--- src/pkg/dtr_pkg.sv ---
// Summary of operation
// - Every terminal is routable by configuration except the safety input, whose function is fixed.
// - Terminals read active high after reset, and the polarity select turns all programmable ones active low.
// - The safety input stays active high whatever polarity is selected.
// - A speed-select filter time is configurable, resets to zero ms, and suppresses momentary selections.
// - Each programmable terminal has a routing field, a readable status bit and an invert bit.
// - After reset the speed, door, direction, brake and drive-healthy functions sit on default terminals.
// - In single direction mode an active direction terminal means up and an inactive one means down.
// - In a dual direction mode the two direction terminals are routed automatically and cannot be changed.
// - Direction mode -1, 0, 1, 2 decode to single/priority, single/binary, dual/binary, dual/priority.
// - In single modes primary at 0 demands clockwise and at 1 counter-clockwise rotation.
// - In dual modes primary at 1 demands counter-clockwise, secondary at 1 clockwise, 0 demands nothing.
// - The direction invert flag reverses the demand but not the displayed primary input value.
package dtr_pkg;

	// ***************************************************
	// Sizes and timing
	// ***************************************************
	localparam int DTR_NUM_TERM = 9;
	localparam int DTR_MAX_TERM = 16;
	localparam int DTR_ADDR_W = 8;
	localparam int DTR_CLK_PERIOD_NS = 100;
	localparam int DTR_FILTER_UNIT_NS = 1000000;
	// Least time, so round up to whole cycles
	localparam int DTR_CYC_PER_MS = (DTR_FILTER_UNIT_NS + DTR_CLK_PERIOD_NS - 1) / DTR_CLK_PERIOD_NS;

	// ***************************************************
	// Register offsets and reset values
	// ***************************************************
	localparam logic [7:0] DTR_OFF_CTRL = 8'h00;
	localparam logic [7:0] DTR_OFF_FILTER = 8'h04;
	localparam logic [7:0] DTR_OFF_INVERT = 8'h08;
	localparam logic [7:0] DTR_OFF_STATUS = 8'h0C;
	localparam logic [7:0] DTR_OFF_ROUTE_LO = 8'h10;
	localparam logic [7:0] DTR_OFF_ROUTE_HI = 8'h14;
	localparam logic [7:0] DTR_OFF_DEMAND = 8'h18;
	localparam logic [31:0] DTR_CTRL_RST = 32'h0000_0000;
	localparam logic [15:0] DTR_FILTER_RST = 16'h0000;
	localparam logic [15:0] DTR_INVERT_RST = 16'h0000;
	localparam logic [63:0] DTR_ROUTE_RST = 64'h0000_0007_A965_4321;
	localparam int DTR_CTRL_POL = 0;
	localparam int DTR_CTRL_MODE_LSB = 1;
	localparam int DTR_CTRL_INV = 4;
	localparam logic [1:0] DTR_RESP_OKAY = 2'h0;
	localparam logic [1:0] DTR_RESP_SLVERR = 2'h2;

	// ***************************************************
	// Internal functions a terminal can carry
	// ***************************************************
	localparam logic [3:0] DTR_FN_NONE = 4'h0;
	localparam logic [3:0] DTR_FN_SPD0 = 4'h1;
	localparam logic [3:0] DTR_FN_DOOR = 4'h6;
	localparam logic [3:0] DTR_FN_DIR_PRI = 4'h7;
	localparam logic [3:0] DTR_FN_DIR_SEC = 4'h8;
	localparam logic [3:0] DTR_FN_BRAKE = 4'h9;
	localparam logic [3:0] DTR_FN_HEALTHY = 4'hA;
	localparam int DTR_NUM_SPD = 5;

	// Direction terminal positions in dual modes
	localparam int DTR_TI_SEC = 2;
	localparam int DTR_TI_DIR = 8;

	typedef struct packed {
		logic dual;
		logic prio;
		logic ccw;
		logic cw;
		logic door;
		logic [4:0] speed;
	} dtr_demand_t;

endpackage

--- src/core/dtr_core.sv ---
`timescale 1ns/100ps
`default_nettype none
module dtr_core #(
	parameter int NUM_TERM = dtr_pkg::DTR_NUM_TERM,
	parameter int CYC_PER_MS = dtr_pkg::DTR_CYC_PER_MS
) (
	input wire logic clk,
	input wire logic rst,
	input wire logic [NUM_TERM-1:0] term_in,
	output logic [NUM_TERM-1:0] term_out,
	output logic [NUM_TERM-1:0] term_oe,
	input wire logic safety_disable_terminal,
	output logic torque_enable,
	input wire logic brake_request,
	input wire logic drive_healthy,
	output dtr_pkg::dtr_demand_t demand,
	input wire logic [dtr_pkg::DTR_ADDR_W-1:0] s_axi_awaddr,
	input wire logic s_axi_awvalid,
	output logic s_axi_awready,
	input wire logic [31:0] s_axi_wdata,
	input wire logic [3:0] s_axi_wstrb,
	input wire logic s_axi_wvalid,
	output logic s_axi_wready,
	output logic [1:0] s_axi_bresp,
	output logic s_axi_bvalid,
	input wire logic s_axi_bready,
	input wire logic [dtr_pkg::DTR_ADDR_W-1:0] s_axi_araddr,
	input wire logic s_axi_arvalid,
	output logic s_axi_arready,
	output logic [31:0] s_axi_rdata,
	output logic [1:0] s_axi_rresp,
	output logic s_axi_rvalid,
	input wire logic s_axi_rready
);
	import dtr_pkg::*;

	// ***************************************************
	// Elaboration checks
	// ***************************************************
	if (NUM_TERM < DTR_NUM_TERM || NUM_TERM > DTR_MAX_TERM) begin : g_bad_term
		$error("NUM_TERM must lie between 9 and 16");
	end
	if (CYC_PER_MS < 1 || CYC_PER_MS > 65535) begin : g_bad_cyc
		$error("CYC_PER_MS must lie between 1 and 65535");
	end

	// ***************************************************
	// Functions
	// ***************************************************
	// Output sources are driven, everything else is sampled
	function automatic logic is_out(input logic [3:0] fn);
		is_out = (fn == DTR_FN_BRAKE) || (fn == DTR_FN_HEALTHY);
	endfunction

	// Register index from word address, 7 when unmapped
	function automatic logic [2:0] reg_sel(input logic [DTR_ADDR_W-1:0] a);
		logic [7:0] w;
		w = {a[7:2], 2'b00};
		case (w)
			DTR_OFF_CTRL: reg_sel = 3'd0;
			DTR_OFF_FILTER: reg_sel = 3'd1;
			DTR_OFF_INVERT: reg_sel = 3'd2;
			DTR_OFF_STATUS: reg_sel = 3'd3;
			DTR_OFF_ROUTE_LO: reg_sel = 3'd4;
			DTR_OFF_ROUTE_HI: reg_sel = 3'd5;
			DTR_OFF_DEMAND: reg_sel = 3'd6;
			default: reg_sel = 3'd7;
		endcase
	endfunction

	function automatic logic [31:0] merge(input logic [31:0] old, input logic [31:0] nw,
			input logic [3:0] strb);
		for (int b = 0; b < 4; b++) begin
			old[b*8 +: 8] = strb[b] ? nw[b*8 +: 8] : old[b*8 +: 8];
		end
		merge = old;
	endfunction

	// ***************************************************
	// State
	// ***************************************************
	logic [NUM_TERM-1:0] term_s1;
	logic [NUM_TERM-1:0] term_s2;
	logic safe_s1;
	logic safe_s2;
	logic [31:0] ctrl;
	logic [15:0] filt_ms;
	logic [15:0] inv_cfg;
	logic [63:0] route_cfg;
	logic [4:0] spd_prev;
	logic [15:0] pre_cnt;
	logic [15:0] ms_cnt;
	logic pri_disp;
	logic [DTR_ADDR_W-1:0] aw_addr;
	logic [31:0] w_data;
	logic [3:0] w_strb;

	// Control fields
	wire logic pol_neg = ctrl[DTR_CTRL_POL];
	wire logic signed [2:0] dir_mode = ctrl[DTR_CTRL_MODE_LSB +: 3];
	wire logic dir_inv = ctrl[DTR_CTRL_INV];
	wire logic dual = (dir_mode > 3'sd0);
	wire logic prio = (dir_mode == -3'sd1) || (dir_mode == 3'sd2);

	// ***************************************************
	// Pin synchronisers
	// ***************************************************
	// Two stages; only the second is read by any logic
	always_ff @(posedge clk) begin
		if (rst) begin
			term_s1 <= '0;
			term_s2 <= '0;
			safe_s1 <= 1'b0;
			safe_s2 <= 1'b0;
		end else begin
			term_s1 <= term_in;
			term_s2 <= term_s1;
			safe_s1 <= safety_disable_terminal;
			safe_s2 <= safe_s1;
		end
	end

	// ***************************************************
	// Routing and polarity per terminal
	// ***************************************************
	logic [3:0] eff_route [DTR_MAX_TERM];
	logic [DTR_MAX_TERM-1:0] term_val;
	logic [DTR_MAX_TERM-1:0] term_stat;
	logic [DTR_MAX_TERM-1:0] fn_hit [16];
	logic [15:0] fn_in;
	logic [NUM_TERM-1:0] next_out;
	logic [NUM_TERM-1:0] next_oe;

	for (genvar i = 0; i < DTR_MAX_TERM; i++) begin : g_term
		if (i < NUM_TERM) begin : g_used
			// Dual modes pin both direction terminals regardless of the routing field
			assign eff_route[i] = (dual && i == DTR_TI_DIR) ? DTR_FN_DIR_PRI :
				(dual && i == DTR_TI_SEC) ? DTR_FN_DIR_SEC : route_cfg[i*4 +: 4];
			assign term_val[i] = term_s2[i] ^ pol_neg ^ inv_cfg[i];
			// Source for driven terminals, polarity and invert applied on the way out
			assign next_out[i] = ((eff_route[i] == DTR_FN_BRAKE) ? brake_request :
				(eff_route[i] == DTR_FN_HEALTHY) ? drive_healthy : 1'b0)
				^ pol_neg ^ inv_cfg[i];
			assign next_oe[i] = is_out(eff_route[i]);
			assign term_stat[i] = term_oe[i] ? (term_out[i] ^ pol_neg ^ inv_cfg[i]) : term_val[i];
		end else begin : g_spare
			assign eff_route[i] = DTR_FN_NONE;
			assign term_val[i] = 1'b0;
			assign term_stat[i] = 1'b0;
		end
	end

	// Gather each internal function from whichever terminals carry it
	for (genvar f = 0; f < 16; f++) begin : g_fn
		for (genvar j = 0; j < DTR_MAX_TERM; j++) begin : g_hit
			assign fn_hit[f][j] = (eff_route[j] == 4'(f)) && !is_out(eff_route[j]) && term_val[j];
		end
		assign fn_in[f] = |fn_hit[f];
	end

	// ***************************************************
	// Speed-select filter
	// ***************************************************
	wire logic [4:0] raw_spd = fn_in[DTR_FN_SPD0 +: DTR_NUM_SPD];
	wire logic spd_moved = (raw_spd != spd_prev);
	wire logic ms_tick = (pre_cnt == 16'(CYC_PER_MS - 1));
	// Zero setting passes at once; otherwise the pattern must hold
	wire logic spd_pass = (filt_ms == 16'h0000)
		|| (!spd_moved && ms_cnt >= filt_ms);

	// Any change restarts the hold time, so with a nonzero setting glitches never reach the demand
	always_ff @(posedge clk) begin
		if (rst) begin
			spd_prev <= '0;
			pre_cnt <= '0;
			ms_cnt <= '0;
		end else if (spd_moved) begin
			spd_prev <= raw_spd;
			pre_cnt <= '0;
			ms_cnt <= '0;
		end else begin
			pre_cnt <= ms_tick ? 16'h0000 : pre_cnt + 16'h0001;
			ms_cnt <= (ms_tick && ms_cnt != 16'hFFFF) ? ms_cnt + 16'h0001 : ms_cnt;
		end
	end

	// ***************************************************
	// Direction decode
	// ***************************************************
	wire logic pri = fn_in[DTR_FN_DIR_PRI];
	wire logic sec = fn_in[DTR_FN_DIR_SEC];
	// Single: active primary means up (ccw), inactive means down (cw)
	wire logic raw_ccw = pri;
	wire logic raw_cw = dual ? sec : !pri;
	wire logic next_ccw = dir_inv ? raw_cw : raw_ccw;
	wire logic next_cw = dir_inv ? raw_ccw : raw_cw;

	// Demand and pins, all registered
	always_ff @(posedge clk) begin
		if (rst) begin
			demand <= '0;
			pri_disp <= 1'b0;
			term_out <= '0;
			term_oe <= '0;
			torque_enable <= 1'b0;
		end else begin
			demand.speed <= spd_pass ? raw_spd : demand.speed;
			demand.door <= fn_in[DTR_FN_DOOR];
			demand.ccw <= next_ccw;
			demand.cw <= next_cw;
			demand.prio <= prio;
			demand.dual <= dual;
			pri_disp <= pri;
			term_out <= next_out;
			term_oe <= next_oe;
			// Fixed function, never inverted by polarity or routing
			torque_enable <= safe_s2;
		end
	end

	// ***************************************************
	// AXI4-Lite slave
	// ***************************************************
	// Address and data are taken in either order; ready low means held
	wire logic wr_go = !s_axi_awready && !s_axi_wready && !s_axi_bvalid;
	wire logic [2:0] wr_sel = reg_sel(aw_addr);
	wire logic [2:0] rd_sel = reg_sel(s_axi_araddr);
	logic [31:0] rd_mux;
	// Byte-lane merged write words of the 16-bit fields
	wire logic [31:0] filt_wr = merge({16'h0000, filt_ms}, w_data, w_strb);
	wire logic [31:0] inv_wr = merge({16'h0000, inv_cfg}, w_data, w_strb);

	always_comb begin
		case (rd_sel)
			3'd0: rd_mux = {27'h0, dir_inv, dir_mode, pol_neg};
			3'd1: rd_mux = {16'h0, filt_ms};
			3'd2: rd_mux = {16'h0, inv_cfg};
			3'd3: rd_mux = {15'h0, torque_enable, term_stat};
			3'd4: rd_mux = {eff_route[7], eff_route[6], eff_route[5], eff_route[4],
				eff_route[3], eff_route[2], eff_route[1], eff_route[0]};
			3'd5: rd_mux = {eff_route[15], eff_route[14], eff_route[13], eff_route[12],
				eff_route[11], eff_route[10], eff_route[9], eff_route[8]};
			3'd6: rd_mux = {21'h0, pri_disp, demand};
			default: rd_mux = 32'h0000_0000;
		endcase
	end

	// Handshakes on the five channels
	always_ff @(posedge clk) begin
		if (rst) begin
			s_axi_awready <= 1'b1;
			s_axi_wready <= 1'b1;
			s_axi_bvalid <= 1'b0;
			s_axi_bresp <= DTR_RESP_OKAY;
			s_axi_arready <= 1'b1;
			s_axi_rvalid <= 1'b0;
			s_axi_rdata <= '0;
			s_axi_rresp <= DTR_RESP_OKAY;
			aw_addr <= '0;
			w_data <= '0;
			w_strb <= '0;
		end else begin
			if (s_axi_awvalid && s_axi_awready) begin
				aw_addr <= s_axi_awaddr;
				s_axi_awready <= 1'b0;
			end
			if (s_axi_wvalid && s_axi_wready) begin
				w_data <= s_axi_wdata;
				w_strb <= s_axi_wstrb;
				s_axi_wready <= 1'b0;
			end
			if (wr_go) begin
				s_axi_bvalid <= 1'b1;
				s_axi_bresp <= (wr_sel == 3'd7) ? DTR_RESP_SLVERR : DTR_RESP_OKAY;
			end
			if (s_axi_bvalid && s_axi_bready) begin
				s_axi_bvalid <= 1'b0;
				s_axi_awready <= 1'b1;
				s_axi_wready <= 1'b1;
			end
			if (s_axi_arvalid && s_axi_arready) begin
				s_axi_arready <= 1'b0;
				s_axi_rvalid <= 1'b1;
				s_axi_rdata <= rd_mux;
				s_axi_rresp <= (rd_sel == 3'd7) ? DTR_RESP_SLVERR : DTR_RESP_OKAY;
			end
			if (s_axi_rvalid && s_axi_rready) begin
				s_axi_rvalid <= 1'b0;
				s_axi_arready <= 1'b1;
			end
		end
	end

	// Configuration registers; status and demand words are read-only
	always_ff @(posedge clk) begin
		if (rst) begin
			ctrl <= DTR_CTRL_RST;
			filt_ms <= DTR_FILTER_RST;
			inv_cfg <= DTR_INVERT_RST;
			route_cfg <= DTR_ROUTE_RST;
		end else if (wr_go) begin
			case (wr_sel)
				3'd0: ctrl <= merge(ctrl, w_data, w_strb) & 32'h0000_001F;
				3'd1: filt_ms <= filt_wr[15:0];
				3'd2: inv_cfg <= inv_wr[15:0];
				3'd4: route_cfg[31:0] <= merge(route_cfg[31:0], w_data, w_strb);
				3'd5: route_cfg[63:32] <= merge(route_cfg[63:32], w_data, w_strb);
				default: ctrl <= ctrl;
			endcase
		end
	end
endmodule
`default_nettype wire

--- config.mk ---
export PLATFORM = sky130hd
export DESIGN_NAME = dtr_core
export DESIGN_NICKNAME = d
export VERILOG_FILES = /design/src/pkg/dtr_pkg.sv /design/src/core/dtr_core.sv
export SDC_FILE = /design/constraint.sdc
export NUM_CORES = 1
export LEC_CHECK = 0
export ABC_CLOCK_PERIOD_IN_PS = 3400
export BUFFER_PORTS_ARGS = -buffer_cell sky130_fd_sc_hd__buf_2
export CAP_MARGIN = 10
export CORE_MARGIN = 8
export CORE_UTILIZATION = 35
export DETAILED_ROUTE_END_ITERATION = 8
export PLACE_DENSITY_LB_ADDON = 0.3
export SLEW_MARGIN = 20
export SYNTH_ARGS = -nofsm -noshare
export SYNTH_HDL_FRONTEND = slang
export SYNTH_SLANG_ARGS = --single-unit
--- constraint.sdc ---
create_clock -name clk -period 3.4 [get_ports clk]
set_clock_uncertainty 0.15 [all_clocks]
set_input_delay 0.51 -clock clk [delete_from_list [all_inputs] [get_ports clk]]
set_output_delay 0.51 -clock clk [all_outputs]
set_load 0.01 [all_outputs]
==> impl_metrics.sql <==
INSERT INTO impl_metrics (metric_group, metric, value, unit) VALUES
('critical_path', 'crit-reg2reg-launch', 'ctrl[0]$_SDFFE_PP0P_', ''),
('timing', 'setup_viol', '0', ''),
('placement', 'place.port_buffers', '134', ''),
('run', 'cap_viol_max_count', '0', ''),
('layout', 'drive_above_1_share', '0.209', ''),
('routing', 'route.detailed.drc', '0', ''),
('routing', 'dr_total_vias', '9944', ''),
('critical_path', 'crit_path_max_incr_delay', '0.56', 'ns'),
('layout', 'nNetsFinal', '1555', ''),
('global_routing', 'grt_pass1_vias', '9601', ''),
('critical_path', 'worstSetupPathType', 'reg -> reg', ''),
('synth', 'yosys_warning_total', '0', ''),
('critical_path', 'crit_path_frequent_cell', 'sky130_fd_sc_hd__buf_12', ''),
('critical_path', 'critPathTopFamily', 'simple AND/OR/NAND/NOR gates', ''),
('timing', 'timing_worst_slew_pin_value', '0.757', 'ns'),
('layout', 'final_core_utilization', '0.441', ''),
('critical_path', 'cp-end-kind', 'flop', ''),
('timing', 'timing_max_transition_violations_final', '0', ''),
('routing', 'first_pass_iters', '8', ''),
('synth', 'synth_cell_type_count', '66', ''),
('critical_path', 'count_of_cells_along_the_worst_register_to_register_path', '11', ''),
('synth', 'syn-cell-area', '11100', 'µm²'),
('cts', 'tritoncts.num_buffers', '28', ''),
('critical_path', 'worst-endpoint-required', '3.72', 'ns'),
('synth', 'synth_cells', '1293', ''),
('global_routing', 'grt_ovf', '0', ''),
('synth', 'postSynthRegisterBits', '241', ''),
('global_routing', 'grt_antenna_before_repair', '1', ''),
('critical_path', 'critical_r2r_capture', 'pre_cnt[10]$_SDFF_PP0_', ''),
('synth', 'number_of_enable_type_register_cells_in_the_synthesized_netlist', '0', ''),
('cts', 'worst_skew_pair_later_pin_latency', '0.55', 'ns'),
('routing', 'route.antenna.remaining_nets', '0', ''),
('power_and_ir_drop', 'totalPowerFinal', '6.48', 'mW'),
('routing', 'avgViaCountPerCell', '5.26', ''),
('floorplan', 'die_area', '37600', 'µm²'),
('floorplan', 'die_height', '194', 'µm'),
('synth', 'synth.top_cells.by_area', 'sky130_fd_sc_hd__dfxtp_1, sky130_fd_sc_hd__nand2_1, sky130_fd_sc_hd__nor2_1, sky130_fd_sc_hd__mux2i_1, sky130_fd_sc_hd__a21oi_1', ''),
('floorplan', 'initial_core_util', '0.353', ''),
('floorplan', 'chipWidth', '194', 'µm'),
('routing', 'initialDrtViolationCount', '844', ''),
('cts', 'cts_root_buf', 'sky130_fd_sc_hd__clkbuf_16', ''),
('critical_path', 'regToRegSetupSlack', '0.06', 'ns'),
('global_routing', 'globalRouteTotalUtil', '0.180', ''),
('power_and_ir_drop', 'vdd_drop_max', '0.363', 'mV'),
('cts', 'clock_sinks', '241', ''),
('status', 'run_status', 'complete, no violations', ''),
('timing', 'share_of_the_cycle_needed_by_the_critical_path_after_routing', '0.981', ''),
('placement', 'gpl.final_weighted_congestion', '0.896', ''),
('synth', 'yosys_top_cell_by_area', 'sky130_fd_sc_hd__dfxtp_1', ''),
('cts', 'clockBufferDepth', '3', ''),
('timing', 'max_clock_freq', '300', 'MHz'),
('hold_path', 'worst_hold_startpoint', 'term_in[4]', ''),
('synth', 'synthArstFlopShare', '0', ''),
('placement', 'dp_hpwl', '26300', 'µm'),
('power_and_ir_drop', 'powerDensity', '469', 'nW/µm²'),
('floorplan', 'core_region_area', '31300', 'µm²'),
('timing', 'grt_setup_unrepaired', 'yes', ''),
('critical_path', 'crit_path_max_fanout', '16', ''),
('critical_path', 'crit_path_cell_trace', 'buf_12, buf_12, xnor3_2, nor4_2, a2111oi_4, nand4_1, xor2_1, or4b_4, or4_4, buf_12, nor3_2', ''),
('critical_path', 'critical_path.n_buffers_inverters', '3', ''),
('floorplan', 'ports', '141', ''),
('cts', 'worst_setup_hold_path_clk_slew', '0.06', 'ns'),
('synth', 'synth_top_flop_cell', 'sky130_fd_sc_hd__dfxtp_1', ''),
('global_routing', 'grt_max_degree', '97', ''),
('critical_path', 'critPathArrivalTime', '3.65', 'ns'),
('synth', 'synth_sequential_area_ratio', '0.436', ''),
('cts', 'cts_tree', 'yes', ''),
('routing', 'route.final.wire_length', '35400', 'µm'),
('layout', 'area.growth.synth_to_final', '24.9', '%'),
('routing', 'detail_route.wl_per_cell', '18.7', 'µm'),
('global_routing', 'grt_pass1_wl', '54900', 'µm');
-- worst max path at each step --
stage / start / to / slack (ns) / depth (start not counted)
6_report: ctrl[0]$_SDFFE_PP0P_ / pre_cnt[10]$_SDFF_PP0_ / 0.06 / 11
5_1_grt: ctrl[0]$_SDFFE_PP0P_ / pre_cnt[10]$_SDFF_PP0_ / -0.02 / 11
4_1_cts: ctrl[0]$_SDFFE_PP0P_ / pre_cnt[9]$_SDFF_PP0_ / 0.01 / 11
3_5_place_dp: ctrl[0]$_SDFFE_PP0P_ / pre_cnt[8]$_SDFF_PP0_ / -0.16 / 11
3_3_place_gp: ctrl[0]$_SDFFE_PP0P_ / pre_cnt[8]$_SDFF_PP0_ / -0.13 / 11
2_1_floorplan: inv_cfg[0]$_SDFFE_PP0P_ / demand[0]$_SDFFE_PP0P_ / 0.35 / 9
-- report_power, final --
| part | switching (mW) | internal (mW) |
|---|---|---|
| clock | 1.22 | 1.96 |
| combinational | 0.213 | 0.138 |
| sequential | 0.0661 | 2.88 |
| total | 1.50 | 4.98 |
-- metrics by stage --
| stage | setup TNS [ns] | std cells | hold slack (ns) | area (µm²) | worst slack, ns |
|---|---|---|---|---|---|
| detailed placement | -2.07 | 1830 | 0.276 | 12500 | -0.155 |
| global placement | -1.66 | 1830 | 0.273 | 12500 | -0.131 |
| finish | 0 | 1890 | 0.0223 | 13800 | 0.0641 |
| floorplan | 0 | 1294 | 0.264 | 11100 | 0.353 |
| CTS | 0 | 1888 | 0.00344 | 13700 | 0.0115 |
| global route | -0.0262 | 1890 | 0.00711 | 13800 | -0.0202 |
-- synthesized netlist by cell type (all sizes together), types with 16 or more instances --
| cell type | instances |
|---|---|
| o21ai | 16 |
| nor4 | 21 |
| mux2i | 53 |
| a21oi | 98 |
| nor2b | 45 |
| xnor2 | 39 |
| nand3 | 77 |
| nand2 | 181 |
| clkbuf | 63 |
| a22oi | 23 |
| dfxtp | 241 |
| xor2 | 33 |
| ha | 18 |
| inv | 25 |
| nor3 | 27 |
| nor2 | 145 |
| nand3b | 17 |
-- registers in the layout (all words and copies together), names as in the netlist, 9 cells and up --
register     flops
demand          10
filt_ms         16
term_out         9
term_oe          9
route_cfg       36
term_s2          9
pre_cnt         16
s_axi_rdata     32
inv_cfg         16
term_s1          9
ms_cnt          16
w_data          32
-- final cells by class --
type	count	area, µm²
inverter	25	93.8
timing repair buffer	220	1390
clock buffer	41	810
clock inverter	11	176
multi-input combinational	950	6020
tap	402	503
fill	3146	17500
sequential	241	4830
-- worst reg2reg max path, stage by stage (launching register included) --
cell and delay [ns]:
sky130_fd_sc_hd__dfxtp_2 0.34, sky130_fd_sc_hd__buf_12 0.15, sky130_fd_sc_hd__buf_12 0.12, sky130_fd_sc_hd__xnor3_2 0.28
sky130_fd_sc_hd__nor4_2 0.08, sky130_fd_sc_hd__a2111oi_4 0.33, sky130_fd_sc_hd__nand4_1 0.20, sky130_fd_sc_hd__xor2_1 0.18
sky130_fd_sc_hd__or4b_4 0.56, sky130_fd_sc_hd__or4_4 0.49, sky130_fd_sc_hd__buf_12 0.19, sky130_fd_sc_hd__nor3_2 0.17
-- layout by cell type, fill, tap and decap left out, types with 6 or more instances in the layout --
cell type and n:
sky130_fd_sc_hd__nand3b_1 17, sky130_fd_sc_hd__a22oi_1 23, sky130_fd_sc_hd__dfxtp_1 240, sky130_fd_sc_hd__nor4_1 16, sky130_fd_sc_hd__o21ai_0 16, sky130_fd_sc_hd__a21o_1 6, sky130_fd_sc_hd__clkbuf_1 7, sky130_fd_sc_hd__and3_1 10
sky130_fd_sc_hd__inv_1 25, sky130_fd_sc_hd__and2_1 8, sky130_fd_sc_hd__a31oi_1 9, sky130_fd_sc_hd__xnor2_1 39, sky130_fd_sc_hd__ha_1 18, sky130_fd_sc_hd__buf_2 133, sky130_fd_sc_hd__clkbuf_16 29, sky130_fd_sc_hd__a222oi_1 11
sky130_fd_sc_hd__nor2b_1 45, sky130_fd_sc_hd__nand2_1 181, sky130_fd_sc_hd__mux2i_1 53, sky130_fd_sc_hd__nand4_1 9, sky130_fd_sc_hd__clkbuf_8 6, sky130_fd_sc_hd__xor2_1 33, sky130_fd_sc_hd__a21oi_1 98, sky130_fd_sc_hd__nand3_1 77
sky130_fd_sc_hd__nor3_1 17, sky130_fd_sc_hd__mux2_2 7, sky130_fd_sc_hd__nor2_1 145, sky130_fd_sc_hd__buf_4 77, sky130_fd_sc_hd__nor3_2 7, sky130_fd_sc_hd__nand2b_1 14
-- metal layers --
layer | GRT usage | wire length, µm
met1 | 0.256 | 17000
met2 | 0.271 | 15100
met3 | 0.0366 | 2650
met4 | 0.0482 | 730
met5 | 0 | 10
-- kinds of logic after synthesis --
group,share of synthesized area
adders and majority gates,0.0204
xor gates and xnor gates,0.0755
and+or+nand+nor,0.258
other,0.000339
muxes,0.0551
DFF,0.436
buffers and inverters,0.0381
AOI/OAI and AO/OA,0.116
-- timing repair --
item	4_1_cts	5_1_grt
setup endpoints to repair	32	37
pin swaps	5	2
hold buffers	5	0
gates resized for setup	16	19
setup buffers	1	1
hold endpoints to repair	5	0
cloned	0	1
Note: power is estimated with default switching activity, not from simulation.
